===== src/pkg/scc_pkg.sv =====
// Constants and types for the stepper chopper control block
package scc_pkg;

	// Step mode select codes {bit_one, bit_two, bit_three}
	localparam logic [2:0] MODE_STBY_LO = 3'h0;
	localparam logic [2:0] MODE_FULL    = 3'h1;
	localparam logic [2:0] MODE_HALF_A  = 3'h2;
	localparam logic [2:0] MODE_HALF_B  = 3'h3;
	localparam logic [2:0] MODE_QUARTER = 3'h4;
	localparam logic [2:0] MODE_EIGHTH  = 3'h5;
	localparam logic [2:0] MODE_SIXTEEN = 3'h6;
	localparam logic [2:0] MODE_STBY_HI = 3'h7;

	// Micro-step position: 64 positions per electrical cycle at 1/16
	localparam int          POS_W       = 6;
	localparam logic [5:0]  POS_INIT    = 6'h00;

	// Chopper timing
	localparam int          CLK_MHZ          = 250;
	localparam int          MCLK_KHZ         = 4000;
	localparam int          MCLK_DIV         = CLK_MHZ * 1000 / MCLK_KHZ;
	localparam int          SUB_DIV          = 20;
	localparam int          SUB_PER_CHOP     = 5;
	localparam logic [2:0]  SUB_LAST         = 3'h4;
	localparam logic [2:0]  MIXED_DECAY_SUB  = 3'h3;
	localparam logic [2:0]  SENSE_CHARGE_SUB = 3'h0;

	// Dead time, rounded up to whole cycles
	localparam int          DEAD_NS     = 300;
	localparam int          DEAD_CYC    = (DEAD_NS * CLK_MHZ + 999) / 1000;

	// Enable low time for latch release and standby exit quiet time
	localparam int          EN_LOW_US   = 300;
	localparam int          EN_LOW_CYC  = EN_LOW_US * CLK_MHZ;
	localparam int          STBY_US     = 200;
	localparam int          STBY_CYC    = STBY_US * CLK_MHZ;

	typedef enum logic [2:0]
	{
		SCC_CHARGE = 3'h1,
		SCC_SLOW   = 3'h2,
		SCC_FAST   = 3'h4
	} scc_drive_e;

	// Gate commands of one H-bridge
	typedef struct packed
	{
		logic high_side_one;
		logic high_side_two;
		logic low_side_one;
		logic low_side_two;
	} scc_bridge_s;

	// Phase target: sign and magnitude index (0..16 of full scale)
	typedef struct packed
	{
		logic       negative;
		logic [4:0] level;
	} scc_phase_s;

endpackage


===== src/hdl/scc_top.sv =====
// Stepper chopper control: sequencer, chopper, bridge drive and thermal recovery
`timescale 1ns/1ps

// What this block does
// - Bridge switches driven only with enable high; all off otherwise.
// - Enable high and reset low force initial position, step inputs ignored.
// - Reset low with enable low still returns sequencer to initial position.
// - Standby follows mode select inputs regardless of enable.
// - Initial: full step A +100 B -100; other modes A 100 B 0.
// - Positive current flows from output one to output two.
// - Threshold is Vref/3 over sense resistor; peak detection comparator.
// - Subclock is master clock /20, chopping frequency master clock /100.
// - One chopping period equals five subclock periods.
// - Fast decay in final two subclock periods; fixed 40 percent.
// - Level exceeded at sample point: skip charge bar brief sense charge.
// - Forward: charge HS1+LS2, slow both LS, fast HS2+LS1.
// - Reverse: charge HS2+LS1, slow both LS, fast HS1+LS2.
// - Dead time about 300 ns with switches off on every drive change.
// - Auto recovery resumes at charge start, one to two periods later.
// - Latch release is enable high, low for 0.3 ms, high again.
// - Latch released at enable rise only if overtemperature has cleared.
// - Shutdown acts as enable low; auto return keeps step position.
// - Return select low latches, high recovers automatically.
// - In standby thermal shutdown recovers automatically.
// - Mode inputs pick standby or resolution; change restarts at initial.
// - Step inputs ignored for about 200 us after standby release.
// - Fault output pulls low during thermal or overcurrent shutdown.
// - Position monitor pulls low at initial position, except in standby.
module scc_top
#(
	parameter int EN_LOW_CYCLES = scc_pkg::EN_LOW_CYC,
	parameter int STBY_CYCLES   = scc_pkg::STBY_CYC
)
(
	input  wire logic               core_clk,
	input  wire logic               reset,
	input  wire logic               enable_in,
	input  wire logic               reset_n_in,
	input  wire logic               step_in,
	input  wire logic               rotation_direction_select,
	input  wire logic               step_mode_select_bit_one,
	input  wire logic               step_mode_select_bit_two,
	input  wire logic               step_mode_select_bit_three,
	input  wire logic               thermal_return_auto,
	input  wire logic               overtemp_in,
	input  wire logic               overcurrent_shutdown,
	input  wire logic               phase_a_over_level,
	input  wire logic               phase_b_over_level,
	output scc_pkg::scc_bridge_s    bridge_a,
	output scc_pkg::scc_bridge_s    bridge_b,
	output logic                    bridge_off,
	output scc_pkg::scc_phase_s     target_a,
	output scc_pkg::scc_phase_s     target_b,
	output logic                    fault_out,
	output logic                    fault_oe_n,
	output logic                    initial_position_flag_output,
	output logic                    initial_position_flag_oe_n,
	output logic                    standby
);
	import scc_pkg::*;

	// ------------------------------------------------------------
	// Input synchronisers
	// ------------------------------------------------------------
	localparam int NSYNC = 10;
	logic [NSYNC-1:0] sync1_q;
	logic [NSYNC-1:0] sync2_q;
	logic [NSYNC-1:0] raw_in;
	assign raw_in = {enable_in, reset_n_in, step_in, rotation_direction_select,
		step_mode_select_bit_one, step_mode_select_bit_two, step_mode_select_bit_three,
		thermal_return_auto, overtemp_in, phase_a_over_level};

	logic b_over_s1_q;
	logic b_over_q;

	always_ff @(posedge core_clk)
	begin
		if (reset)
		begin
			sync1_q     <= '0;
			sync2_q     <= '0;
			b_over_s1_q <= 1'b0;
			b_over_q    <= 1'b0;
		end
		else
		begin
			sync1_q     <= raw_in;
			sync2_q     <= sync1_q;
			b_over_s1_q <= phase_b_over_level;
			b_over_q    <= b_over_s1_q;
		end
	end

	logic       en_s;
	logic       rst_n_s;
	logic       step_s;
	logic       dir_s;
	logic [2:0] mode_s;
	logic       auto_s;
	logic       hot_s;
	logic       a_over_s;
	assign {en_s, rst_n_s, step_s, dir_s, mode_s, auto_s, hot_s, a_over_s} = sync2_q;

	function automatic logic is_standby(input logic [2:0] m);
		return (m == MODE_STBY_LO) || (m == MODE_STBY_HI);
	endfunction

	// ------------------------------------------------------------
	// Timing: master clock, subclock, chopping period
	// ------------------------------------------------------------
	logic [7:0] mdiv_q, mdiv_d;
	logic [4:0] sdiv_q, sdiv_d;
	logic [2:0] sub_q, sub_d;
	logic       mclk_tick;
	logic       sub_tick;
	logic       chop_start;

	assign mclk_tick  = (mdiv_q == 8'(MCLK_DIV - 1));
	assign sub_tick   = mclk_tick && (sdiv_q == 5'(SUB_DIV - 1));
	assign chop_start = sub_tick && (sub_q == SUB_LAST);

	always_comb
	begin
		mdiv_d = mclk_tick ? 8'h00 : mdiv_q + 8'h01;
		sdiv_d = sdiv_q;
		sub_d  = sub_q;
		if (mclk_tick)
			sdiv_d = (sdiv_q == 5'(SUB_DIV - 1)) ? 5'h00 : sdiv_q + 5'h01;
		if (sub_tick)
			sub_d = (sub_q == SUB_LAST) ? 3'h0 : sub_q + 3'h1;
	end

	// ------------------------------------------------------------
	// Standby, mode change, sequencer
	// ------------------------------------------------------------
	logic [2:0]        mode_q, mode_d;
	logic [POS_W-1:0]  pos_q, pos_d;
	logic              step_prev_q, step_prev_d;
	logic [15:0]       quiet_q, quiet_d;
	logic              stby;
	logic              eff_en;
	logic [POS_W-1:0]  inc;

	assign stby = is_standby(mode_s);

	always_comb
	begin
		unique case (mode_q)
			MODE_FULL:    inc = 6'h10;
			MODE_HALF_A,
			MODE_HALF_B:  inc = 6'h08;
			MODE_QUARTER: inc = 6'h04;
			MODE_EIGHTH:  inc = 6'h02;
			default:      inc = 6'h01;
		endcase
		mode_d      = mode_s;
		step_prev_d = step_s;
		pos_d       = pos_q;
		quiet_d     = (quiet_q != 16'h0000) ? quiet_q - 16'h0001 : quiet_q;
		if (stby)
			quiet_d = 16'(STBY_CYCLES);
		if (mode_s != mode_q)
			pos_d = POS_INIT;
		else if (!rst_n_s)
			pos_d = POS_INIT;
		else if (eff_en && !stby && quiet_q == 16'h0000 && step_s && !step_prev_q)
			pos_d = dir_s ? pos_q - inc : pos_q + inc;
	end

	// Initial position of full step sits midway so A=+100, B=-100
	function automatic scc_phase_s phase_of(input logic [POS_W-1:0] p, input logic full,
		input logic cos_phase);
		logic [POS_W-1:0] q;
		logic [3:0]       r;
		scc_phase_s       ph;
		q  = cos_phase ? p : p - 6'h10;
		r  = q[3:0];
		ph.level    = q[4] ? 5'(r) : 5'h10 - 5'(r);
		if (full)
			ph.level = 5'h10;
		ph.negative = q[5] && (ph.level != 5'h00);
		return ph;
	endfunction

	// ------------------------------------------------------------
	// Thermal shutdown and enable sequence
	// ------------------------------------------------------------
	logic        tsd_q, tsd_d;
	logic        en_prev_q, en_prev_d;
	logic [19:0] low_cnt_q, low_cnt_d;
	logic        armed_q, armed_d;
	logic        wait_q, wait_d;
	logic [1:0]  cool_q, cool_d;

	always_comb
	begin
		tsd_d     = tsd_q;
		en_prev_d = en_s;
		wait_d    = wait_q;
		cool_d    = cool_q;
		armed_d   = armed_q;
		low_cnt_d = en_s ? 20'h00000 : low_cnt_q + ((low_cnt_q == 20'(EN_LOW_CYCLES)) ? 20'h0 : 20'h1);
		if (!en_s && low_cnt_q == 20'(EN_LOW_CYCLES))
			armed_d = 1'b1;
		if (en_s && !en_prev_q)
			armed_d = 1'b0;
		if (hot_s)
		begin
			tsd_d  = 1'b1;
			wait_d = 1'b0;
		end
		else if (tsd_q)
		begin
			if (auto_s || stby)
			begin
				if (!wait_q)
				begin
					wait_d = 1'b1;
					cool_d = 2'h0;
				end
				else if (chop_start)
				begin
					// Needs one full period before the release edge
					cool_d = cool_q + 2'h1;
					if (cool_q != 2'h0)
					begin
						tsd_d  = 1'b0;
						wait_d = 1'b0;
					end
				end
			end
			else if (en_s && !en_prev_q && armed_q)
				tsd_d = 1'b0;
		end
	end

	assign eff_en = en_s && !tsd_q;

	// ------------------------------------------------------------
	// Chopper state and bridge mapping
	// ------------------------------------------------------------
	scc_drive_e  drv_a_q, drv_a_d, drv_b_q, drv_b_d;
	logic        skip_a_q, skip_a_d, skip_b_q, skip_b_d;
	logic        run_q, run_d;
	logic [7:0]  dead_a_q, dead_a_d, dead_b_q, dead_b_d;
	scc_phase_s  ta, tb, ta_n, tb_n;

	// Next-cycle sign, so a current reversal also gets its dead time
	assign ta_n = phase_of(pos_d, mode_d == MODE_FULL, 1'b1);
	assign tb_n = phase_of(pos_d, mode_d == MODE_FULL, 1'b0);

	assign ta = phase_of(pos_q, mode_q == MODE_FULL, 1'b1);
	assign tb = phase_of(pos_q, mode_q == MODE_FULL, 1'b0);

	// Comparator compares peak current with Vref/3 over sense resistor
	function automatic scc_drive_e chop_next(input scc_drive_e cur, input logic over,
		input logic skip, input logic [2:0] sub, input logic tick);
		scc_drive_e n;
		n = cur;
		if (tick && sub == SUB_LAST)
			n = SCC_CHARGE;
		else if (tick && sub == MIXED_DECAY_SUB - 3'h1)
			n = SCC_FAST;
		else if (tick && skip && sub == SENSE_CHARGE_SUB && cur == SCC_CHARGE)
			n = SCC_SLOW;
		else if (cur == SCC_CHARGE && over && !skip)
			n = SCC_SLOW;
		return n;
	endfunction

	function automatic scc_bridge_s map_bridge(input scc_drive_e d, input logic neg);
		scc_bridge_s b;
		unique case (d)
			SCC_CHARGE: b = neg ? 4'b0110 : 4'b1001;
			SCC_FAST:   b = neg ? 4'b1001 : 4'b0110;
			default:    b = 4'b0011;
		endcase
		return b;
	endfunction

	always_comb
	begin
		run_d    = run_q;
		if (!en_s || tsd_d || stby)
			run_d = 1'b0;
		else if (chop_start)
			run_d = 1'b1;
		drv_a_d  = chop_next(drv_a_q, a_over_s, skip_a_q, sub_q, sub_tick);
		drv_b_d  = chop_next(drv_b_q, b_over_q, skip_b_q, sub_q, sub_tick);
		skip_a_d = skip_a_q;
		skip_b_d = skip_b_q;
		if (chop_start)
		begin
			skip_a_d = a_over_s;
			skip_b_d = b_over_q;
		end
		dead_a_d = (dead_a_q != 8'h00) ? dead_a_q - 8'h01 : 8'h00;
		dead_b_d = (dead_b_q != 8'h00) ? dead_b_q - 8'h01 : 8'h00;
		if (drv_a_d != drv_a_q || ta_n.negative != ta.negative)
			dead_a_d = 8'(DEAD_CYC);
		if (drv_b_d != drv_b_q || tb_n.negative != tb.negative)
			dead_b_d = 8'(DEAD_CYC);
	end

	always_ff @(posedge core_clk)
	begin
		if (reset)
		begin
			mdiv_q <= 8'h00;  sdiv_q <= 5'h00;  sub_q <= 3'h0;
			mode_q <= MODE_STBY_LO;  pos_q <= POS_INIT;  step_prev_q <= 1'b0;
			quiet_q <= 16'h0000;  tsd_q <= 1'b0;  en_prev_q <= 1'b0;
			low_cnt_q <= 20'h00000;  armed_q <= 1'b0;  wait_q <= 1'b0;  cool_q <= 2'h0;
			drv_a_q <= SCC_CHARGE;  drv_b_q <= SCC_CHARGE;
			skip_a_q <= 1'b0;  skip_b_q <= 1'b0;  run_q <= 1'b0;
			dead_a_q <= 8'h00;  dead_b_q <= 8'h00;
		end
		else
		begin
			mdiv_q <= mdiv_d;  sdiv_q <= sdiv_d;  sub_q <= sub_d;
			mode_q <= mode_d;  pos_q <= pos_d;  step_prev_q <= step_prev_d;
			quiet_q <= quiet_d;  tsd_q <= tsd_d;  en_prev_q <= en_prev_d;
			low_cnt_q <= low_cnt_d;  armed_q <= armed_d;  wait_q <= wait_d;
			cool_q <= cool_d;  drv_a_q <= drv_a_d;  drv_b_q <= drv_b_d;
			skip_a_q <= skip_a_d;  skip_b_q <= skip_b_d;  run_q <= run_d;
			dead_a_q <= dead_a_d;  dead_b_q <= dead_b_d;
		end
	end

	// ------------------------------------------------------------
	// Outputs, all registered
	// ------------------------------------------------------------
	always_ff @(posedge core_clk)
	begin
		if (reset)
		begin
			bridge_a   <= '0;
			bridge_b   <= '0;
			bridge_off <= 1'b1;
			target_a   <= '0;
			target_b   <= '0;
			fault_out  <= 1'b0;
			fault_oe_n <= 1'b1;
			initial_position_flag_output <= 1'b0;
			initial_position_flag_oe_n   <= 1'b1;
			standby    <= 1'b0;
		end
		else
		begin
			// Overlap during switch change would short the supply
			bridge_a   <= (run_q && dead_a_q == 8'h00) ? map_bridge(drv_a_q, ta.negative) : '0;
			bridge_b   <= (run_q && dead_b_q == 8'h00) ? map_bridge(drv_b_q, tb.negative) : '0;
			bridge_off <= !run_q;
			target_a   <= ta;
			target_b   <= tb;
			fault_out  <= 1'b0;
			fault_oe_n <= !(tsd_q || overcurrent_shutdown);
			initial_position_flag_output <= 1'b0;
			initial_position_flag_oe_n   <= stby || (pos_q != POS_INIT);
			standby    <= stby;
		end
	end

endmodule


===== config.mk =====
export PLATFORM = sky130hd
export DESIGN_NAME = scc_top
export DESIGN_NICKNAME = d
export VERILOG_FILES = /design/src/pkg/scc_pkg.sv /design/src/hdl/scc_top.sv
export SDC_FILE = /design/constraint.sdc
export NUM_CORES = 1
export LEC_CHECK = 0
export BUFFER_PORTS_ARGS = -buffer_cell sky130_fd_sc_hd__buf_4
export CAP_MARGIN = 20
export CORE_MARGIN = 3
export CORE_UTILIZATION = 35
export DETAILED_ROUTE_END_ITERATION = 16
export SLEW_MARGIN = 20
export SYNTH_ARGS = -nofsm -noshare
export SYNTH_HDL_FRONTEND = slang
export SYNTH_SLANG_ARGS = --single-unit

===== constraint.sdc =====
create_clock -name core_clk -period 5.9 [get_ports core_clk]
set_input_delay 1.18 -clock core_clk [delete_from_list [all_inputs] [get_ports core_clk]]
set_output_delay 1.18 -clock core_clk [all_outputs]
set_load 0.05 [all_outputs]

[After elaboration in Yosys (flattened, before gate mapping)]
Cells that the tools add are included.
Storage, ports and cells
  input port bits: 14
  register bits: 139
Cells by class
  muxes and demuxes: 45
  bitwise gates (word level): 5
  equal/unequal tests: 22
  reduce and logical (&&, ||, !) cells: 72
  add/sub/neg operators: 16
Operators with widths (count)
  5-bit two-way mux: 9
  16-bit two-way mux: 2
  7-bit two-way mux: 4
  1-bit logical AND: 27
  3-bit two-way mux: 9
  6-bit two-way mux: 4
  20-bit by 1-bit adder with 20-bit output: 1
  20-bit by 17-bit == test with 1-bit output (second input constant): 1
  5-bit case mux with 4 select lines: 1
  5-bit nonzero test: 4
  5-bit by 4-bit subtractor with 5-bit output (first input constant): 4
  3-bit == test (second input constant): 6
  2-bit OR reduction: 9
  16-bit zero test: 1
  8-bit zero test: 2
  4-bit two-way mux: 4
  4-bit case mux with 2 select lines: 2
  16-bit nonzero test: 1
  8-bit nonzero test: 2
  16-bit by 1-bit subtractor with 16-bit output (second input constant): 1
  8-bit by 1-bit subtractor with 8-bit output (second input constant): 2
  3-bit by 1-bit == test with 1-bit output (second input constant): 4
  6-bit by 5-bit subtractor with 6-bit output (second input constant): 2
  3-bit by 2-bit == test with 1-bit output (second input constant): 3
  other kinds (22): 55

[Logic depth before layout (Yosys ltp)]
Gate-level depths: netlist of the first run.
  word-level depth: 19
  gate-level depth with buffers: 16
  mapped depth without buffers: 14

[Worst setup path before layout of the first run]
Ideal clock, no wire load.
  path kind: register -> register
  from: register mode_q[1]
  to: register dead_b_q[0]
  path buffers: 0
  stages on the path, launching flop included: 12
  path slack: 2.623 ns
  setup time: 0.151 ns
  data required time: 5.749 ns
  arrival: 3.125 ns
  path through: dfxtp_1 > or2_2 > o31ai_1 > fa_1 > o21ai_1 > nand2_1 > ha_1 > xor2_1 > or4b_4 > a32oi_4 > xor2_2 > a31oi_1
Between the ends
  longest elaborated chain between the ends: 17
  elaborated cells between the ends (all ways): 26
  classes of those cells: add/sub (4); eq/ne (7); mux (9); reduce/logical (6)
Ends and longest elaborated chain
  start, declared: RTL line scc_top.sv:136  | logic [2:0] mode_q, mode_d;
  start signal, assigned: RTL line scc_top.sv:320  | mode_q <= mode_d; pos_q <= pos_d; step_prev_q <= step_prev_d;
  3-bit by 2-bit == test with 1-bit output: RTL line scc_top.sv:148  | unique case (mode_q)
  2-bit OR reduction: RTL line scc_top.sv:148
  5-bit case mux with 4 select lines: RTL line scc_top.sv:148
  6-bit adder / 6-bit subtractor (equally long branches): RTL line scc_top.sv:167  | pos_d = dir_s ? pos_q - inc : pos_q + inc;
  6-bit two-way mux: RTL line scc_top.sv:167
  6-bit two-way mux: RTL line scc_top.sv:166  | else if (eff_en && !stby && quiet_q == 16'h0000 && step_s && !step_prev_q)
  6-bit two-way mux: RTL line scc_top.sv:164  | else if (!rst_n_s)
  6-bit two-way mux: RTL line scc_top.sv:162  | if (mode_s != mode_q)
  6-bit by 5-bit subtractor with 6-bit output: RTL line scc_top.sv:176  | q = cos_phase ? p : p - 6'h10;
  5-bit by 4-bit subtractor with 5-bit output: RTL line scc_top.sv:178  | ph.level = q[4] ? 5'(r) : 5'h10 - 5'(r);
  5-bit two-way mux: RTL line scc_top.sv:178
  5-bit two-way mux: RTL line scc_top.sv:179  | if (full)
  5-bit nonzero test: RTL line scc_top.sv:181  | ph.negative = q[5] && (ph.level != 5'h00);
  1-bit logical AND: RTL line scc_top.sv:181
  1-bit inequality test (*): RTL line scc_top.sv:301  | if (drv_b_d != drv_b_q || tb_n.negative != tb.negative)
  1-bit logical OR (*): RTL line scc_top.sv:301
  7-bit two-way mux (*): RTL line scc_top.sv:301
  end signal, assigned: RTL line scc_top.sv:315  | dead_a_q <= 8'h00; dead_b_q <= 8'h00;
  end signal, assigned: RTL line scc_top.sv:325  | dead_a_q <= dead_a_d; dead_b_q <= dead_b_d;
  end, declared: RTL line scc_top.sv:245  | logic [7:0] dead_a_q, dead_a_d, dead_b_q, dead_b_d;
Mark *: on every way between the ends. The rest lies on a longest branch, timed or not.
A chain may end at the register's enable or synchronous reset.

[Worst setup path after layout of the first run]
  from: register quiet_q[0]
  to: register dead_b_q[6]
Between the ends
  longest elaborated chain between the ends: 16
Ends and longest elaborated chain
  start, declared: RTL line scc_top.sv:139  | logic [15:0] quiet_q, quiet_d;
  start signal, assigned: RTL line scc_top.sv:321  | quiet_q <= quiet_d; tsd_q <= tsd_d; en_prev_q <= en_prev_d;
  16-bit zero test (*): RTL line scc_top.sv:166
  1-bit logical AND (*) (3 in series): RTL line scc_top.sv:166
  6-bit two-way mux (*): RTL line scc_top.sv:166
  6-bit two-way mux (*): RTL line scc_top.sv:164
  6-bit two-way mux (*): RTL line scc_top.sv:162
  6-bit by 5-bit subtractor with 6-bit output (*): RTL line scc_top.sv:176
  5-bit by 4-bit subtractor with 5-bit output: RTL line scc_top.sv:178
  5-bit two-way mux: RTL line scc_top.sv:178
  5-bit two-way mux: RTL line scc_top.sv:179
  5-bit nonzero test: RTL line scc_top.sv:181
  1-bit logical AND (*): RTL line scc_top.sv:181
  1-bit inequality test (*): RTL line scc_top.sv:301
  1-bit logical OR (*): RTL line scc_top.sv:301
  7-bit two-way mux (*): RTL line scc_top.sv:301
Marks and branches as above.

==> metrics.txt, run 1 <==
# TYPE chip_impl_metric gauge
chip_impl_metric{name="worstSkewPairLatency",unit="ns"} 0.43
chip_impl_metric{name="drt-initial-drc-count",unit=""} 178
chip_impl_info{name="synth.top_cells.by_area",value="sky130_fd_sc_hd__dfxtp_1, sky130_fd_sc_hd__nor2_1, sky130_fd_sc_hd__xor2_1, sky130_fd_sc_hd__ha_1, sky130_fd_sc_hd__nor2b_1"} 1
chip_impl_info{name="cts.root.buffer_cell",value="sky130_fd_sc_hd__clkbuf_16"} 1
chip_impl_metric{name="floorplan.initialDensity",unit="%"} 36.0
chip_impl_info{name="outcome",value="finished, final reports clean"} 1
chip_impl_metric{name="antenna_found_initial",unit=""} 0
chip_impl_metric{name="die_height",unit="µm"} 140
chip_impl_metric{name="drive_above_1_share",unit="%"} 11.8
chip_impl_metric{name="ctsHoldBuffers",unit=""} 0
chip_impl_info{name="rsz0062_at_grt",value="no"} 1
chip_impl_metric{name="r2r_setup_slack",unit="ns"} 2.31
chip_impl_metric{name="hold_path_stages",unit=""} 1
chip_impl_metric{name="synth.yosys.seq_area_share",unit="%"} 44.3
chip_impl_info{name="cts_tree",value="done"} 1
chip_impl_metric{name="critical_path_required",unit="ns"} 6.17
chip_impl_metric{name="yosys_top_cell_area_share",unit="%"} 44.3
chip_impl_metric{name="pin_count",unit=""} 40
chip_impl_info{name="holdCritPathClass",value="flip-flop to flip-flop"} 1
chip_impl_info{name="hold_end",value="sync2_q[1]$_SDFF_PP0_"} 1
chip_impl_metric{name="detail_route.first_pass.iterations",unit=""} 4
chip_impl_info{name="regToRegEndpoint",value="dead_b_q[6]$_SDFF_PP0_"} 1
chip_impl_metric{name="synthesis.instances",unit=""} 699
chip_impl_metric{name="share_of_the_cycle_needed_by_the_critical_path_after_routing",unit="%"} 60.8
chip_impl_metric{name="first_global_vias",unit=""} 4487
chip_impl_info{name="yosys_most_used_dff",value="sky130_fd_sc_hd__dfxtp_1"} 1
chip_impl_metric{name="min_period",unit="ns"} 3.59
chip_impl_metric{name="cts_made_buffers",unit=""} 17
chip_impl_metric{name="cp_slowest_stage_delay",unit="ns"} 0.56
chip_impl_metric{name="setup-tns-final",unit="ns"} 0
chip_impl_metric{name="timing.final.ws_setup",unit="ns"} 2.31
chip_impl_metric{name="ff_latch_area",unit="µm²"} 2760
chip_impl_metric{name="average_wire_length_per_cell_after_detail_routing",unit="µm"} 12.1
chip_impl_metric{name="cts_resized",unit=""} 0
chip_impl_metric{name="grt_max_degree",unit=""} 83
chip_impl_metric{name="synth_enable_flop_cells",unit=""} 0
chip_impl_metric{name="post_cts_buffers",unit=""} 0
chip_impl_metric{name="dieWidth",unit="µm"} 140
chip_impl_metric{name="yosys_register_bits",unit=""} 138
chip_impl_info{name="worstHoldStart",value="sync1_q[1]$_SDFF_PP0_"} 1
chip_impl_metric{name="holdWs",unit="ns"} 0.435
chip_impl_metric{name="avgSynthCellArea",unit="µm²"} 8.93
chip_impl_metric{name="max-vdd-ir-drop",unit="V"} 0.000229
chip_impl_metric{name="mappedNetlistArea",unit="µm²"} 6240
chip_impl_metric{name="postPlaceCellArea",unit="µm²"} 6680
chip_impl_info{name="worstPathCellList",value="inv_1 > ha_1 > nor4b_1 > and4_1 > nand3_4 > mux2i_1 > or3b_2 > or4b_4 > a32oi_4 > xor2_2 > a31oi_1"} 1
chip_impl_metric{name="ys_warn_count",unit=""} 0
chip_impl_metric{name="maxCapViolCount",unit=""} 0
chip_impl_info{name="startpoint_type",value="flip-flop"} 1
chip_impl_metric{name="antenna_violating_nets_post_route",unit=""} 0
chip_impl_metric{name="gpl.final_weighted_congestion",unit=""} 0.822
chip_impl_metric{name="ys_async_sr_fraction",unit="%"} 0
chip_impl_metric{name="timing.max_slew.rel_slack",unit="%"} 31.9
chip_impl_metric{name="gr-usage-all-layers",unit="%"} 13.0
chip_impl_metric{name="report.final.setup_viol",unit=""} 0
chip_impl_metric{name="clockBufferDepth",unit=""} 2
chip_impl_metric{name="cts.clk_slew.worst_paths",unit="ns"} 0.06
chip_impl_metric{name="fin_util",unit="%"} 42.2
chip_impl_info{name="yosysTopAreaCell",value="sky130_fd_sc_hd__dfxtp_1"} 1
chip_impl_info{name="timing.rr.start",value="quiet_q[0]$_SDFFE_PP0P_"} 1
chip_impl_metric{name="synthToLayoutAreaGrowth",unit="%"} 17.2
chip_impl_metric{name="num-nets-final",unit=""} 764
chip_impl_metric{name="numClockSinks",unit=""} 138
chip_impl_metric{name="floorplan.core_area",unit="µm²"} 17400
chip_impl_metric{name="worstPathArrival",unit="ns"} 3.86
chip_impl_metric{name="drt-vias-per-instance",unit=""} 4.75
chip_impl_metric{name="finalHoldViolations",unit=""} 0
chip_impl_metric{name="remaining_drc_errors",unit=""} 0
chip_impl_info{name="setup.worst_path.end_class",value="flip-flop"} 1
chip_impl_info{name="crit_slowest_cell",value="sky130_fd_sc_hd__or4b_4"} 1
chip_impl_metric{name="antennaDiodeCount",unit=""} 0
chip_impl_metric{name="detail_route.wirelength",unit="mm"} 11.7
chip_impl_metric{name="p_per_area",unit="nW/µm²"} 351
chip_impl_metric{name="max_clock_freq",unit="MHz"} 279
chip_impl_metric{name="measured_slew_at_the_worst_slew_check_pin",unit="ns"} 1.01
chip_impl_metric{name="total_power",unit="mW"} 2.57
chip_impl_metric{name="fp.dieArea",unit="µm²"} 19500
chip_impl_metric{name="via_count",unit=""} 4579
chip_impl_metric{name="finish.instance_area",unit="µm²"} 7320
chip_impl_info{name="timing.setup.critical_path_class",value="flip-flop to flip-flop"} 1
chip_impl_metric{name="fin_skew",unit="ns"} 0.00907
chip_impl_metric{name="yosysUniqueCellTypes",unit=""} 63
chip_impl_metric{name="grt_overflow",unit=""} 0
chip_impl_metric{name="place_ws",unit="ns"} 2.31
chip_impl_metric{name="port_buffers",unit=""} 37
chip_impl_metric{name="timing.final.max_slew_violations",unit=""} 0
chip_impl_metric{name="dp.final_hpwl",unit="mm"} 8.03
chip_impl_metric{name="final_cells",unit=""} 965
chip_impl_metric{name="cts_htree_levels",unit=""} 4
chip_impl_metric{name="placementRows",unit=""} 48
chip_impl_metric{name="reg2regPathDepth",unit=""} 11
chip_impl_metric{name="worstPathMaxFanout",unit=""} 12
chip_impl_metric{name="grt_first_pass_wirelength",unit="mm"} 20.8
chip_impl_metric{name="final.fill_count",unit=""} 1676
chip_impl_metric{name="numPlacedInstances",unit=""} 933
chip_impl_metric{name="leakage",unit="nW"} 2.85
chip_impl_metric{name="multi_input_area",unit="µm²"} 3260
[critical path, delay by kind of cell (launching register included)]
kind | cells | cell delay, ns
adder cells (fa/ha/maj) | 1 | 0.15
flip-flops | 1 | 0.31
multiplexers | 1 | 0.19
AO/OA/AOI/OAI | 2 | 0.41
XOR/XNOR | 1 | 0.26
buffers and inverters | 1 | 0.13
AND/OR/NAND/NOR | 5 | 1.99
[sequential cells by signal (all words and copies together), names as in the netlist, 2 cells and up]
name / flops
low_cnt_q: 20
quiet_q: 16
sync1_q: 10
sync2_q: 10
dead_a_q: 8
dead_b_q: 8
mdiv_q: 8
pos_q: 6
target_a: 6
sdiv_q: 5
target_b: 5
bridge_a: 4
bridge_b: 4
drv_a_q: 3
drv_b_q: 3
mode_q: 3
sub_q: 3
cool_q: 2
[layer usage]
layer | GRT usage [%] | wire [µm] | vias to the layer above
li1 | - | - | 2442
met1 | 17.0 | 5820 | 2070
met2 | 19.6 | 5240 | 49
met3 | 4.36 | 426 | 18
met4 | 5.56 | 230 | 0
met5 | 0 | 0 | -
[synth_stat cells, types with 15 or more instances]
library cell,instances
sky130_fd_sc_hd__dfxtp_1,138
sky130_fd_sc_hd__nor2_1,90
sky130_fd_sc_hd__nand2_1,55
sky130_fd_sc_hd__nor2b_1,41
sky130_fd_sc_hd__xor2_1,38
sky130_fd_sc_hd__a21oi_1,33
sky130_fd_sc_hd__inv_1,24
sky130_fd_sc_hd__clkbuf_1,23
sky130_fd_sc_hd__ha_1,22
sky130_fd_sc_hd__nand3_1,22
sky130_fd_sc_hd__xnor2_1,22
sky130_fd_sc_hd__nor3_1,15
[report_power, final]
group          switching, mW  total (mW)  internal, mW
Clock                  0.436        1.15         0.716
Combinational          0.203       0.367         0.164
Sequential            0.0523        1.05         0.999
Total                  0.691        2.57          1.88
[worst max-delay path by stage]
stage          slack, ns                      to                     from  depth (start not counted)
2_1_floorplan       2.62  dead_b_q[0]$_SDFF_PP0_     mode_q[1]$_SDFF_PP0_                         11
3_3_place_gp        2.40  dead_b_q[3]$_SDFF_PP0_     mode_q[1]$_SDFF_PP0_                         11
3_5_place_dp        2.31  dead_b_q[1]$_SDFF_PP0_     mode_q[1]$_SDFF_PP0_                         13
4_1_cts             2.29  dead_b_q[1]$_SDFF_PP0_     mode_q[1]$_SDFF_PP0_                         13
5_1_grt             1.98  dead_b_q[6]$_SDFF_PP0_     mode_q[1]$_SDFF_PP0_                         13
6_report            2.31  dead_b_q[6]$_SDFF_PP0_  quiet_q[0]$_SDFFE_PP0P_                         11
[cells by family after synthesis]
| logic type | Yosys count | synth area share [%] |
|---|---|---|
| XOR/XNOR | 61 | 8.68 |
| AO/OA/AOI/OAI | 87 | 8.80 |
| buffers and inverters | 54 | 3.51 |
| other | 1 | 0.0601 |
| adder cells (fa/ha/maj) | 24 | 4.89 |
| AND/OR/NAND/NOR | 320 | 27.5 |
| flip-flops | 138 | 44.3 |
| multiplexers | 14 | 2.33 |
[layout by cell type, fill, tap and decap left out, types with 2 or more instances in the layout]
| cell | synthesis | final |
|---|---|---|
| sky130_fd_sc_hd__ha_1 | 22 | 22 |
| sky130_fd_sc_hd__nand2b_1 | 13 | 13 |
| sky130_fd_sc_hd__nor4b_1 | 8 | 8 |
| sky130_fd_sc_hd__nor3_1 | 15 | 15 |
| sky130_fd_sc_hd__and4_1 | 6 | 6 |
| sky130_fd_sc_hd__clkbuf_16 | 0 | 17 |
| sky130_fd_sc_hd__inv_6 | 0 | 4 |
| sky130_fd_sc_hd__bufinv_16 | 0 | 4 |
| sky130_fd_sc_hd__or4_1 | 2 | 2 |
| sky130_fd_sc_hd__nand4_1 | 9 | 9 |
| sky130_fd_sc_hd__nand2_1 | 55 | 55 |
| sky130_fd_sc_hd__o21ai_1 | 4 | 4 |
| sky130_fd_sc_hd__mux2i_1 | 13 | 13 |
| sky130_fd_sc_hd__a21oi_2 | 2 | 2 |
| sky130_fd_sc_hd__nor4_1 | 5 | 5 |
| sky130_fd_sc_hd__conb_1 | 1 | 2 |
| sky130_fd_sc_hd__dfxtp_1 | 138 | 138 |
| sky130_fd_sc_hd__xnor2_1 | 22 | 22 |
| sky130_fd_sc_hd__nor2b_1 | 41 | 41 |
| sky130_fd_sc_hd__buf_4 | 4 | 37 |
| sky130_fd_sc_hd__or2_2 | 4 | 4 |
| sky130_fd_sc_hd__clkinvlp_4 | 0 | 2 |
| sky130_fd_sc_hd__o21ai_0 | 13 | 13 |
| sky130_fd_sc_hd__a21oi_1 | 33 | 33 |
| sky130_fd_sc_hd__and3_1 | 7 | 7 |
| sky130_fd_sc_hd__a211oi_1 | 2 | 2 |
| sky130_fd_sc_hd__xor2_1 | 38 | 38 |
| sky130_fd_sc_hd__nor3b_1 | 6 | 6 |
| sky130_fd_sc_hd__o31ai_1 | 4 | 4 |
| sky130_fd_sc_hd__nand3b_1 | 4 | 4 |
| sky130_fd_sc_hd__nor2_1 | 90 | 90 |
| sky130_fd_sc_hd__a31oi_1 | 12 | 12 |
| sky130_fd_sc_hd__nand4b_1 | 5 | 5 |
| sky130_fd_sc_hd__inv_1 | 24 | 24 |
| sky130_fd_sc_hd__o22ai_1 | 2 | 2 |
| sky130_fd_sc_hd__and2_1 | 5 | 5 |
| sky130_fd_sc_hd__or3_1 | 12 | 12 |
| sky130_fd_sc_hd__nand3_1 | 22 | 22 |
| sky130_fd_sc_hd__o21a_1 | 6 | 6 |
| sky130_fd_sc_hd__clkinv_4 | 0 | 3 |
[area by class of cell]
class                      count  share of cell area (%)
clock buffer                  17                    5.81
clock inverter                15                    2.91
inverter                      25                    1.28
multi-input combinational    508                    44.6
sequential                   138                    37.8
tap                          225                    3.85
timing repair buffer          37                    3.80
(Power assumes the default switching activity.)
==> run 2, diff against run 1 <==
- clock period: 5.9 -> 3.7 ns (I/O delays scaled with it)
==> run 2 against run 1 <==
  * Combinational power grew 63%
  * Largest power group unchanged
  * Highest routed layer unchanged
  * Final cell count up 0.31%
  * Sequential cell count unchanged
  * Final area is 0.12% lower
  * Core utilization fell by 0.051 points
  * Worst setup slack lost 2.1 ns
  * Clock-buffer cell count did not move
  * First-iteration DRC count increased by 21%
  * Non-clock buffer count increased by 3
  * Sequential power is 60% higher
  * Global-route usage fell by 0.20 points
==> metrics.txt, run 2 (synthesis results as in run 1) <==
# TYPE chip_impl_metric gauge
chip_impl_metric{name="port_buffers",unit=""} 37
chip_impl_info{name="cts_tree",value="done"} 1
chip_impl_metric{name="cts_made_buffers",unit=""} 17
chip_impl_metric{name="drive_above_1_share",unit="%"} 12.5
chip_impl_metric{name="detail_route.wirelength",unit="mm"} 12.0
chip_impl_metric{name="grt_max_degree",unit=""} 83
chip_impl_metric{name="antennaDiodeCount",unit=""} 0
chip_impl_metric{name="share_of_the_cycle_needed_by_the_critical_path_after_routing",unit="%"} 94.3
chip_impl_metric{name="drt-vias-per-instance",unit=""} 4.84
chip_impl_info{name="startpoint_type",value="flip-flop"} 1
chip_impl_metric{name="numClockSinks",unit=""} 138
chip_impl_metric{name="cts_htree_levels",unit=""} 4
chip_impl_info{name="largest_registers",value="low_cnt_q: 20 flops, quiet_q: 16 flops"} 1
chip_impl_metric{name="report.final.setup_viol",unit=""} 0
chip_impl_metric{name="max_clock_freq",unit="MHz"} 287
chip_impl_metric{name="first_global_vias",unit=""} 4518
chip_impl_metric{name="setup-tns-final",unit="ns"} 0
chip_impl_metric{name="average_wire_length_per_cell_after_detail_routing",unit="µm"} 12.4
chip_impl_metric{name="floorplan.initialDensity",unit="%"} 36.0
chip_impl_metric{name="worstSkewPairLatency",unit="ns"} 0.42
chip_impl_metric{name="gpl.final_weighted_congestion",unit=""} 0.829
chip_impl_info{name="holdCritPathClass",value="flip-flop to flip-flop"} 1
chip_impl_metric{name="clockBufferDepth",unit=""} 2
chip_impl_info{name="layout.cells.most_common",value="sky130_fd_sc_hd__dfxtp_1"} 1
chip_impl_metric{name="placementRows",unit=""} 48
chip_impl_info{name="timing.rr.start",value="mode_q[1]$_SDFF_PP0_"} 1
chip_impl_metric{name="holdWs",unit="ns"} 0.438
chip_impl_metric{name="finish.instance_area",unit="µm²"} 7310
chip_impl_metric{name="cts.clk_slew.worst_paths",unit="ns"} 0.06
chip_impl_metric{name="fin_skew",unit="ns"} 0.0107
chip_impl_info{name="setup.worst_path.end_class",value="flip-flop"} 1
chip_impl_metric{name="antenna_found_initial",unit=""} 0
chip_impl_info{name="mostFrequentLayoutCells",value="sky130_fd_sc_hd__dfxtp_1, sky130_fd_sc_hd__nor2_1, sky130_fd_sc_hd__nand2_1"} 1
chip_impl_info{name="worstHoldStart",value="sync1_q[8]$_SDFF_PP0_"} 1
chip_impl_metric{name="dieWidth",unit="µm"} 140
chip_impl_metric{name="pin_count",unit=""} 40
chip_impl_metric{name="gr-usage-all-layers",unit="%"} 12.8
chip_impl_metric{name="finalHoldViolations",unit=""} 0
chip_impl_metric{name="synthToLayoutAreaGrowth",unit="%"} 17.1
chip_impl_metric{name="timing.max_slew.rel_slack",unit="%"} 34.7
chip_impl_info{name="cts.root.buffer_cell",value="sky130_fd_sc_hd__clkbuf_16"} 1
chip_impl_metric{name="largest_register_ff_count",unit=""} 20
chip_impl_metric{name="leakage",unit="nW"} 2.84
chip_impl_metric{name="measured_slew_at_the_worst_slew_check_pin",unit="ns"} 0.971
chip_impl_metric{name="num-nets-final",unit=""} 767
chip_impl_metric{name="die_height",unit="µm"} 140
chip_impl_metric{name="timing.final.max_slew_violations",unit=""} 0
chip_impl_metric{name="detail_route.first_pass.iterations",unit=""} 6
chip_impl_metric{name="maxCapViolCount",unit=""} 0
chip_impl_metric{name="worstPathArrival",unit="ns"} 3.75
chip_impl_info{name="worst_setup_path_startpoint",value="mode_q[1]$_SDFF_PP0_"} 1
chip_impl_metric{name="grt_overflow",unit=""} 0
chip_impl_metric{name="worstPathMaxFanout",unit=""} 6
chip_impl_metric{name="fp.dieArea",unit="µm²"} 19500
chip_impl_metric{name="critical_path_required",unit="ns"} 3.96
chip_impl_metric{name="p_per_area",unit="nW/µm²"} 543
chip_impl_metric{name="drt-initial-drc-count",unit=""} 215
chip_impl_info{name="timing.setup.critical_path_class",value="flip-flop to flip-flop"} 1
chip_impl_info{name="max_flop_register",value="low_cnt_q"} 1
chip_impl_metric{name="floorplan.core_area",unit="µm²"} 17400
chip_impl_metric{name="grt_first_pass_wirelength",unit="mm"} 20.6
chip_impl_metric{name="max-vdd-ir-drop",unit="V"} 0.000349
chip_impl_metric{name="via_count",unit=""} 4688
chip_impl_metric{name="dp.final_hpwl",unit="mm"} 8.20
chip_impl_metric{name="antenna_violating_nets_post_route",unit=""} 0
chip_impl_metric{name="remaining_drc_errors",unit=""} 0
chip_impl_metric{name="min_period",unit="ns"} 3.49
chip_impl_info{name="outcome",value="finished, final reports clean"} 1
chip_impl_metric{name="postPlaceCellArea",unit="µm²"} 6700
==> run 2: worst max-delay path, stage by stage, from the launching register on <==
cell	delay (ns)
sky130_fd_sc_hd__dfxtp_1	0.35
sky130_fd_sc_hd__or2_2	0.35
sky130_fd_sc_hd__o21ai_0	0.18
sky130_fd_sc_hd__ha_1	0.21
sky130_fd_sc_hd__fa_1	0.45
sky130_fd_sc_hd__o21ai_1	0.15
sky130_fd_sc_hd__nand2_1	0.08
sky130_fd_sc_hd__ha_1	0.21
sky130_fd_sc_hd__xor2_1	0.16
sky130_fd_sc_hd__or4b_4	0.51
sky130_fd_sc_hd__a32oi_4	0.31
sky130_fd_sc_hd__xor2_2	0.26
sky130_fd_sc_hd__a31oi_1	0.11
==> run 2: metal layers <==
metal	track usage, %	up-vias	share of wire [%]
met2	20.3	58	45
met4	5.30	0	2.1
met1	16.4	2159	49
met5	0	-	0
li1	-	2448	-
met3	3.54	23	3.3
==> run 2: layout make-up <==
type                            count  area (µm²)
Fill cell                        1696       10000
Multi-Input combinational cell    508        3280
Sequential cell                   138        2760
Clock buffer                       17         425
Timing Repair Buffer               40         300
Tap cell                          225         282
Clock inverter                     15         168
Inverter                           25        93.8
==> run 2: worst paths after layout <==
check / to / slack, ns / cells after the start
worst min-delay path: sync2_q[8]$_SDFF_PP0_ / 0.44 / 1
worst max register to register: dead_b_q[0]$_SDFF_PP0_ / 0.21 / 12
worst min register to register: sync2_q[8]$_SDFF_PP0_ / 0.44 / 1
worst max-delay path: dead_b_q[0]$_SDFF_PP0_ / 0.21 / 12
==> run 2: where the power goes <==
part	total [mW]	switching (mW)	leakage, nW	internal, mW
Clock	1.69	0.692	0.267	1.00
Combinational	0.599	0.335	1.44	0.263
Sequential	1.68	0.0859	1.13	1.59
Total	3.97	1.11	2.84	2.86
==> run 2: timing repair <==
action,CTS,global route
hold buffers,0,0
resized for setup,0,3
setup endpoints to repair,0,13
buffers inserted,0,0
==> run 2: per-stage QoR <==
stage          power (mW)  instances  util (%)  setup WS (ns)
6_report             3.97        968      42.1          0.210
5_1_grt              4.18        968      42.1       -0.00614
4_1_cts              4.03        968      42.0          0.143
3_5_place_dp         2.30        936      38.6          0.155
3_3_place_gp         2.30        936      38.6          0.213
2_1_floorplan        2.18        700         -          0.423
==> run 3, diff against run 2 <==
- ABC_AREA: unset -> 1
==> run 3 against run 2 <==
  * Clock skew is 0.0032 ns lower
  * Largest power group unchanged
  * Clock power is 3% higher
  * Critical path type unchanged
  * Worst setup slack better by 0.32 ns
  * Non-clock buffer count stayed put
==> metrics.txt, run 3 <==
# TYPE chip_impl_metric gauge
chip_impl_metric{name="combinationalPowerShare",unit="%"} 15.4
chip_impl_metric{name="share_of_the_cycle_needed_by_the_critical_path_after_routing",unit="%"} 85.6
chip_impl_info{name="cts_tree",value="done"} 1
chip_impl_info{name="holdCritPathClass",value="flip-flop to flip-flop"} 1
chip_impl_info{name="yosys_most_used_dff",value="sky130_fd_sc_hd__dfxtp_1"} 1
chip_impl_metric{name="worstPathArrival",unit="ns"} 3.47
chip_impl_metric{name="max_clock_freq",unit="MHz"} 316
chip_impl_metric{name="finalHoldViolations",unit=""} 0
chip_impl_metric{name="cts_htree_levels",unit=""} 4
chip_impl_metric{name="max-vdd-ir-drop",unit="V"} 0.000348
chip_impl_info{name="largest_registers",value="low_cnt_q: 20 flops, quiet_q: 16 flops"} 1
chip_impl_metric{name="yosys_register_bits",unit=""} 138
chip_impl_metric{name="placementRows",unit=""} 49
chip_impl_metric{name="cts_made_buffers",unit=""} 17
chip_impl_metric{name="largest_register_ff_count",unit=""} 20
chip_impl_info{name="startpoint_type",value="flip-flop"} 1
chip_impl_info{name="regToRegEndpoint",value="dead_b_q[0]$_SDFF_PP0_"} 1
chip_impl_metric{name="drt-vias-per-instance",unit=""} 4.61
chip_impl_info{name="worstHoldStart",value="sync1_q[3]$_SDFF_PP0_"} 1
chip_impl_metric{name="grt_overflow",unit=""} 0
chip_impl_metric{name="dp.final_hpwl",unit="mm"} 9.32
chip_impl_metric{name="setup-tns-final",unit="ns"} 0
chip_impl_metric{name="critical_path_required",unit="ns"} 4.01
chip_impl_info{name="cts.root.buffer_cell",value="sky130_fd_sc_hd__clkbuf_16"} 1
chip_impl_info{name="setup.worst_path.end_class",value="flip-flop"} 1
chip_impl_metric{name="netSwitchingPower",unit="mW"} 1.08
chip_impl_metric{name="clock_power_share",unit="%"} 43.0
chip_impl_metric{name="grt_first_pass_wirelength",unit="mm"} 22.3
chip_impl_metric{name="floorplan.initialDensity",unit="%"} 35.8
chip_impl_info{name="synth.cells.most_frequent",value="sky130_fd_sc_hd__dfxtp_1, sky130_fd_sc_hd__inv_1, sky130_fd_sc_hd__nor2_1, sky130_fd_sc_hd__nand2_1, sky130_fd_sc_hd__a21oi_1"} 1
chip_impl_metric{name="pin_count",unit=""} 40
chip_impl_info{name="yosys.cell_count.top_type",value="sky130_fd_sc_hd__dfxtp_1"} 1
chip_impl_metric{name="clockBufferDepth",unit=""} 2
chip_impl_metric{name="via_count",unit=""} 5240
chip_impl_info{name="rsz0062_at_grt",value="no"} 1
chip_impl_metric{name="num-nets-final",unit=""} 931
chip_impl_metric{name="floorplan.core_area",unit="µm²"} 18000
chip_impl_metric{name="drt-initial-drc-count",unit=""} 224
chip_impl_metric{name="antenna_violating_nets_post_route",unit=""} 0
chip_impl_metric{name="port_buffers",unit=""} 37
chip_impl_metric{name="grt_max_degree",unit=""} 64
chip_impl_metric{name="synthToLayoutAreaGrowth",unit="%"} 17.5
chip_impl_metric{name="timing.max_slew.rel_slack",unit="%"} 52.9
chip_impl_metric{name="timing.final.max_slew_violations",unit=""} 0
chip_impl_metric{name="synthesis.instances",unit=""} 849
chip_impl_metric{name="gr-usage-all-layers",unit="%"} 13.5
chip_impl_metric{name="fin_skew",unit="ns"} 0.00741
chip_impl_metric{name="worstPathMaxFanout",unit=""} 9
chip_impl_info{name="timing.rr.start",value="mode_q[0]$_SDFF_PP0_"} 1
chip_impl_info{name="mostFrequentLayoutCells",value="sky130_fd_sc_hd__dfxtp_1, sky130_fd_sc_hd__inv_1, sky130_fd_sc_hd__nor2_1"} 1
chip_impl_metric{name="antenna_found_initial",unit=""} 0
chip_impl_metric{name="drive_above_1_share",unit="%"} 13.5
chip_impl_metric{name="detail_route.wirelength",unit="mm"} 12.7
chip_impl_metric{name="r2r_setup_slack",unit="ns"} 0.53
chip_impl_metric{name="min_period",unit="ns"} 3.17
chip_impl_info{name="layout.cells.most_common",value="sky130_fd_sc_hd__dfxtp_1"} 1
chip_impl_metric{name="antennaDiodeCount",unit=""} 0
chip_impl_metric{name="avgSynthCellArea",unit="µm²"} 7.60
chip_impl_metric{name="timing.final.ws_setup",unit="ns"} 0.533
chip_impl_metric{name="fp.dieArea",unit="µm²"} 20100
chip_impl_info{name="timing.setup.critical_path_class",value="flip-flop to flip-flop"} 1
chip_impl_info{name="worst_path_most_repeated_cell",value="sky130_fd_sc_hd__nand2_1"} 1
chip_impl_metric{name="synth_enable_flop_cells",unit=""} 0
chip_impl_metric{name="first_global_vias",unit=""} 4958
chip_impl_metric{name="critical_path.n_buffers_inverters",unit=""} 3
chip_impl_metric{name="place_ws",unit="ns"} 0.546
chip_impl_metric{name="worstSkewPairLatency",unit="ns"} 0.42
chip_impl_metric{name="p_per_area",unit="nW/µm²"} 534
chip_impl_info{name="worst_path_dominant_cell_family",value="simple AND/OR/NAND/NOR gates"} 1
chip_impl_metric{name="report.final.setup_viol",unit=""} 0
chip_impl_info{name="worstPathCellList",value="inv_1 > nor3_2 > inv_1 > nand3b_1 > inv_1 > a21oi_1 > a21oi_1 > fa_1 > nand2_2 > nand3_2 > ha_1 > o21bai_2 > nor2_2 > nand3_1 > nand2_1 > nand2_1 > nand2_1 > nand3_1 > nand2_1 > nand2_1"} 1
chip_impl_metric{name="ys_warn_count",unit=""} 0
chip_impl_metric{name="power.internal",unit="mW"} 2.96
chip_impl_metric{name="cp_slowest_stage_delay",unit="ns"} 0.48
chip_impl_info{name="max_flop_register",value="low_cnt_q"} 1
chip_impl_metric{name="remaining_drc_errors",unit=""} 0
chip_impl_metric{name="mappedNetlistArea",unit="µm²"} 6450
chip_impl_metric{name="dieWidth",unit="µm"} 142
chip_impl_metric{name="synth.yosys.seq_area_share",unit="%"} 42.8
chip_impl_info{name="synth.top_cells.by_area",value="sky130_fd_sc_hd__dfxtp_1, sky130_fd_sc_hd__inv_1, sky130_fd_sc_hd__nor2_1, sky130_fd_sc_hd__nand2_1, sky130_fd_sc_hd__ha_1"} 1
chip_impl_metric{name="ctsHoldBuffers",unit=""} 0
chip_impl_info{name="yosysTopAreaCell",value="sky130_fd_sc_hd__dfxtp_1"} 1
chip_impl_info{name="outcome",value="finished, final reports clean"} 1
chip_impl_metric{name="yosys_top_cell_area_share",unit="%"} 42.8
chip_impl_metric{name="numClockSinks",unit=""} 138
chip_impl_metric{name="average_wire_length_per_cell_after_detail_routing",unit="µm"} 11.2
chip_impl_metric{name="detail_route.first_pass.iterations",unit=""} 6
chip_impl_metric{name="yosysUniqueCellTypes",unit=""} 54
chip_impl_info{name="hold_end",value="sync2_q[3]$_SDFF_PP0_"} 1
chip_impl_metric{name="ys_async_sr_fraction",unit="%"} 0
chip_impl_metric{name="reg2regPathDepth",unit=""} 20
chip_impl_metric{name="leakage",unit="nW"} 3.38
chip_impl_info{name="crit_slowest_cell",value="sky130_fd_sc_hd__fa_1"} 1
chip_impl_metric{name="maxCapViolCount",unit=""} 0
chip_impl_metric{name="cts_resized",unit=""} 0
chip_impl_metric{name="pwr-share-seq",unit="%"} 41.6
chip_impl_metric{name="sw_share",unit="%"} 26.8
chip_impl_metric{name="hold_path_stages",unit=""} 2
chip_impl_metric{name="die_height",unit="µm"} 142
chip_impl_metric{name="cts.clk_slew.worst_paths",unit="ns"} 0.06
chip_impl_metric{name="measured_slew_at_the_worst_slew_check_pin",unit="ns"} 0.706
chip_impl_metric{name="gpl.final_weighted_congestion",unit=""} 0.849
chip_impl_metric{name="post_cts_buffers",unit=""} 0
==> run 3: cell types whose count changed in the layout (fill, tap and decap cells not counted), moves of 13 or more <==
cell and change:
sky130_fd_sc_hd__nor2_1 +40, sky130_fd_sc_hd__xor2_1 -21, sky130_fd_sc_hd__inv_1 +113, sky130_fd_sc_hd__nand2_1 +59, sky130_fd_sc_hd__a21oi_1 +19, sky130_fd_sc_hd__o21ai_0 +22, sky130_fd_sc_hd__nand3_1 +18, sky130_fd_sc_hd__nand2b_1 -13
sky130_fd_sc_hd__nor2b_1 -41
==> run 3: area by class of cell <==
type / instances / area [µm²]
Fill cell: 1897 / 10400
Multi-Input combinational cell: 554 / 3070
Sequential cell: 138 / 2760
Inverter: 143 / 539
Clock buffer: 21 / 470
Timing Repair Buffer: 40 / 300
Tap cell: 229 / 287
Clock inverter: 11 / 144
==> run 3: worst min-delay path, stage by stage (launching register included) <==
cell and delay [ns]:
sky130_fd_sc_hd__dfxtp_1 0.29, sky130_fd_sc_hd__inv_1 0.04, sky130_fd_sc_hd__nor2_1 0.03
==> run 3: worst max-delay path by stage <==
stage                    startpoint                endpoint  slack, ns  cells after the start
6_report       mode_q[0]$_SDFF_PP0_  dead_b_q[0]$_SDFF_PP0_       0.53                     20
3_5_place_dp   mode_q[0]$_SDFF_PP0_  dead_b_q[6]$_SDFF_PP0_       0.55                     20
3_3_place_gp   mode_q[0]$_SDFF_PP0_  dead_b_q[1]$_SDFF_PP0_       0.64                     20
2_1_floorplan  mode_q[0]$_SDFF_PP0_  dead_b_q[0]$_SDFF_PP0_       0.69                     20
5_1_grt        mode_q[0]$_SDFF_PP0_  dead_b_q[0]$_SDFF_PP0_       0.13                     20
4_1_cts        mode_q[0]$_SDFF_PP0_  dead_b_q[0]$_SDFF_PP0_       0.54                     20
==> run 3: power groups by stage <==
stage	registers (mW)	clock network, mW	logic (mW)
after global routing	1.70	1.85	0.732
after global placement	1.71	0	0.619
final	1.68	1.74	0.625
after floorplan	1.70	0	0.512
after CTS	1.68	1.78	0.630
after detailed placement	1.71	0	0.627
==> run 3: routing by layer <==
| metal | part of all wire [%] | track usage (%) |
|---|---|---|
| met5 | 0 | 0 |
| met4 | 1.3 | 5.15 |
| met3 | 4.2 | 4.21 |
| met2 | 45 | 21.4 |
| met1 | 49 | 17.3 |
==> run 3: per-stage QoR <==
step                util (%)  power, mW  hold WS [ns]  instances  cell area, µm²
global placement        38.6       2.33         0.396       1104            6960
finish                  42.0       4.05         0.399       1136            7580
global route            42.0       4.28         0.418       1136            7580
detailed placement      38.6       2.34         0.394       1104            6960
floorplan                  -       2.22         0.388        850            6450
CTS                     42.0       4.10         0.401       1136            7580
==> run 3: cell families (layout without fill, tap and decap cells) <==
kind of cell    Yosys count  in the layout  share of synthesized area (%)
simple gates            389            389                           29.3
buf+inv                 158            215                           9.56
flops                   138            138                           42.8
compound gates          113            113                           10.0
xor+xnor                 26             26                           3.53
fa+ha+maj                23             23                           4.58
other cells               1              2                         0.0581
mux                       1              1                          0.155
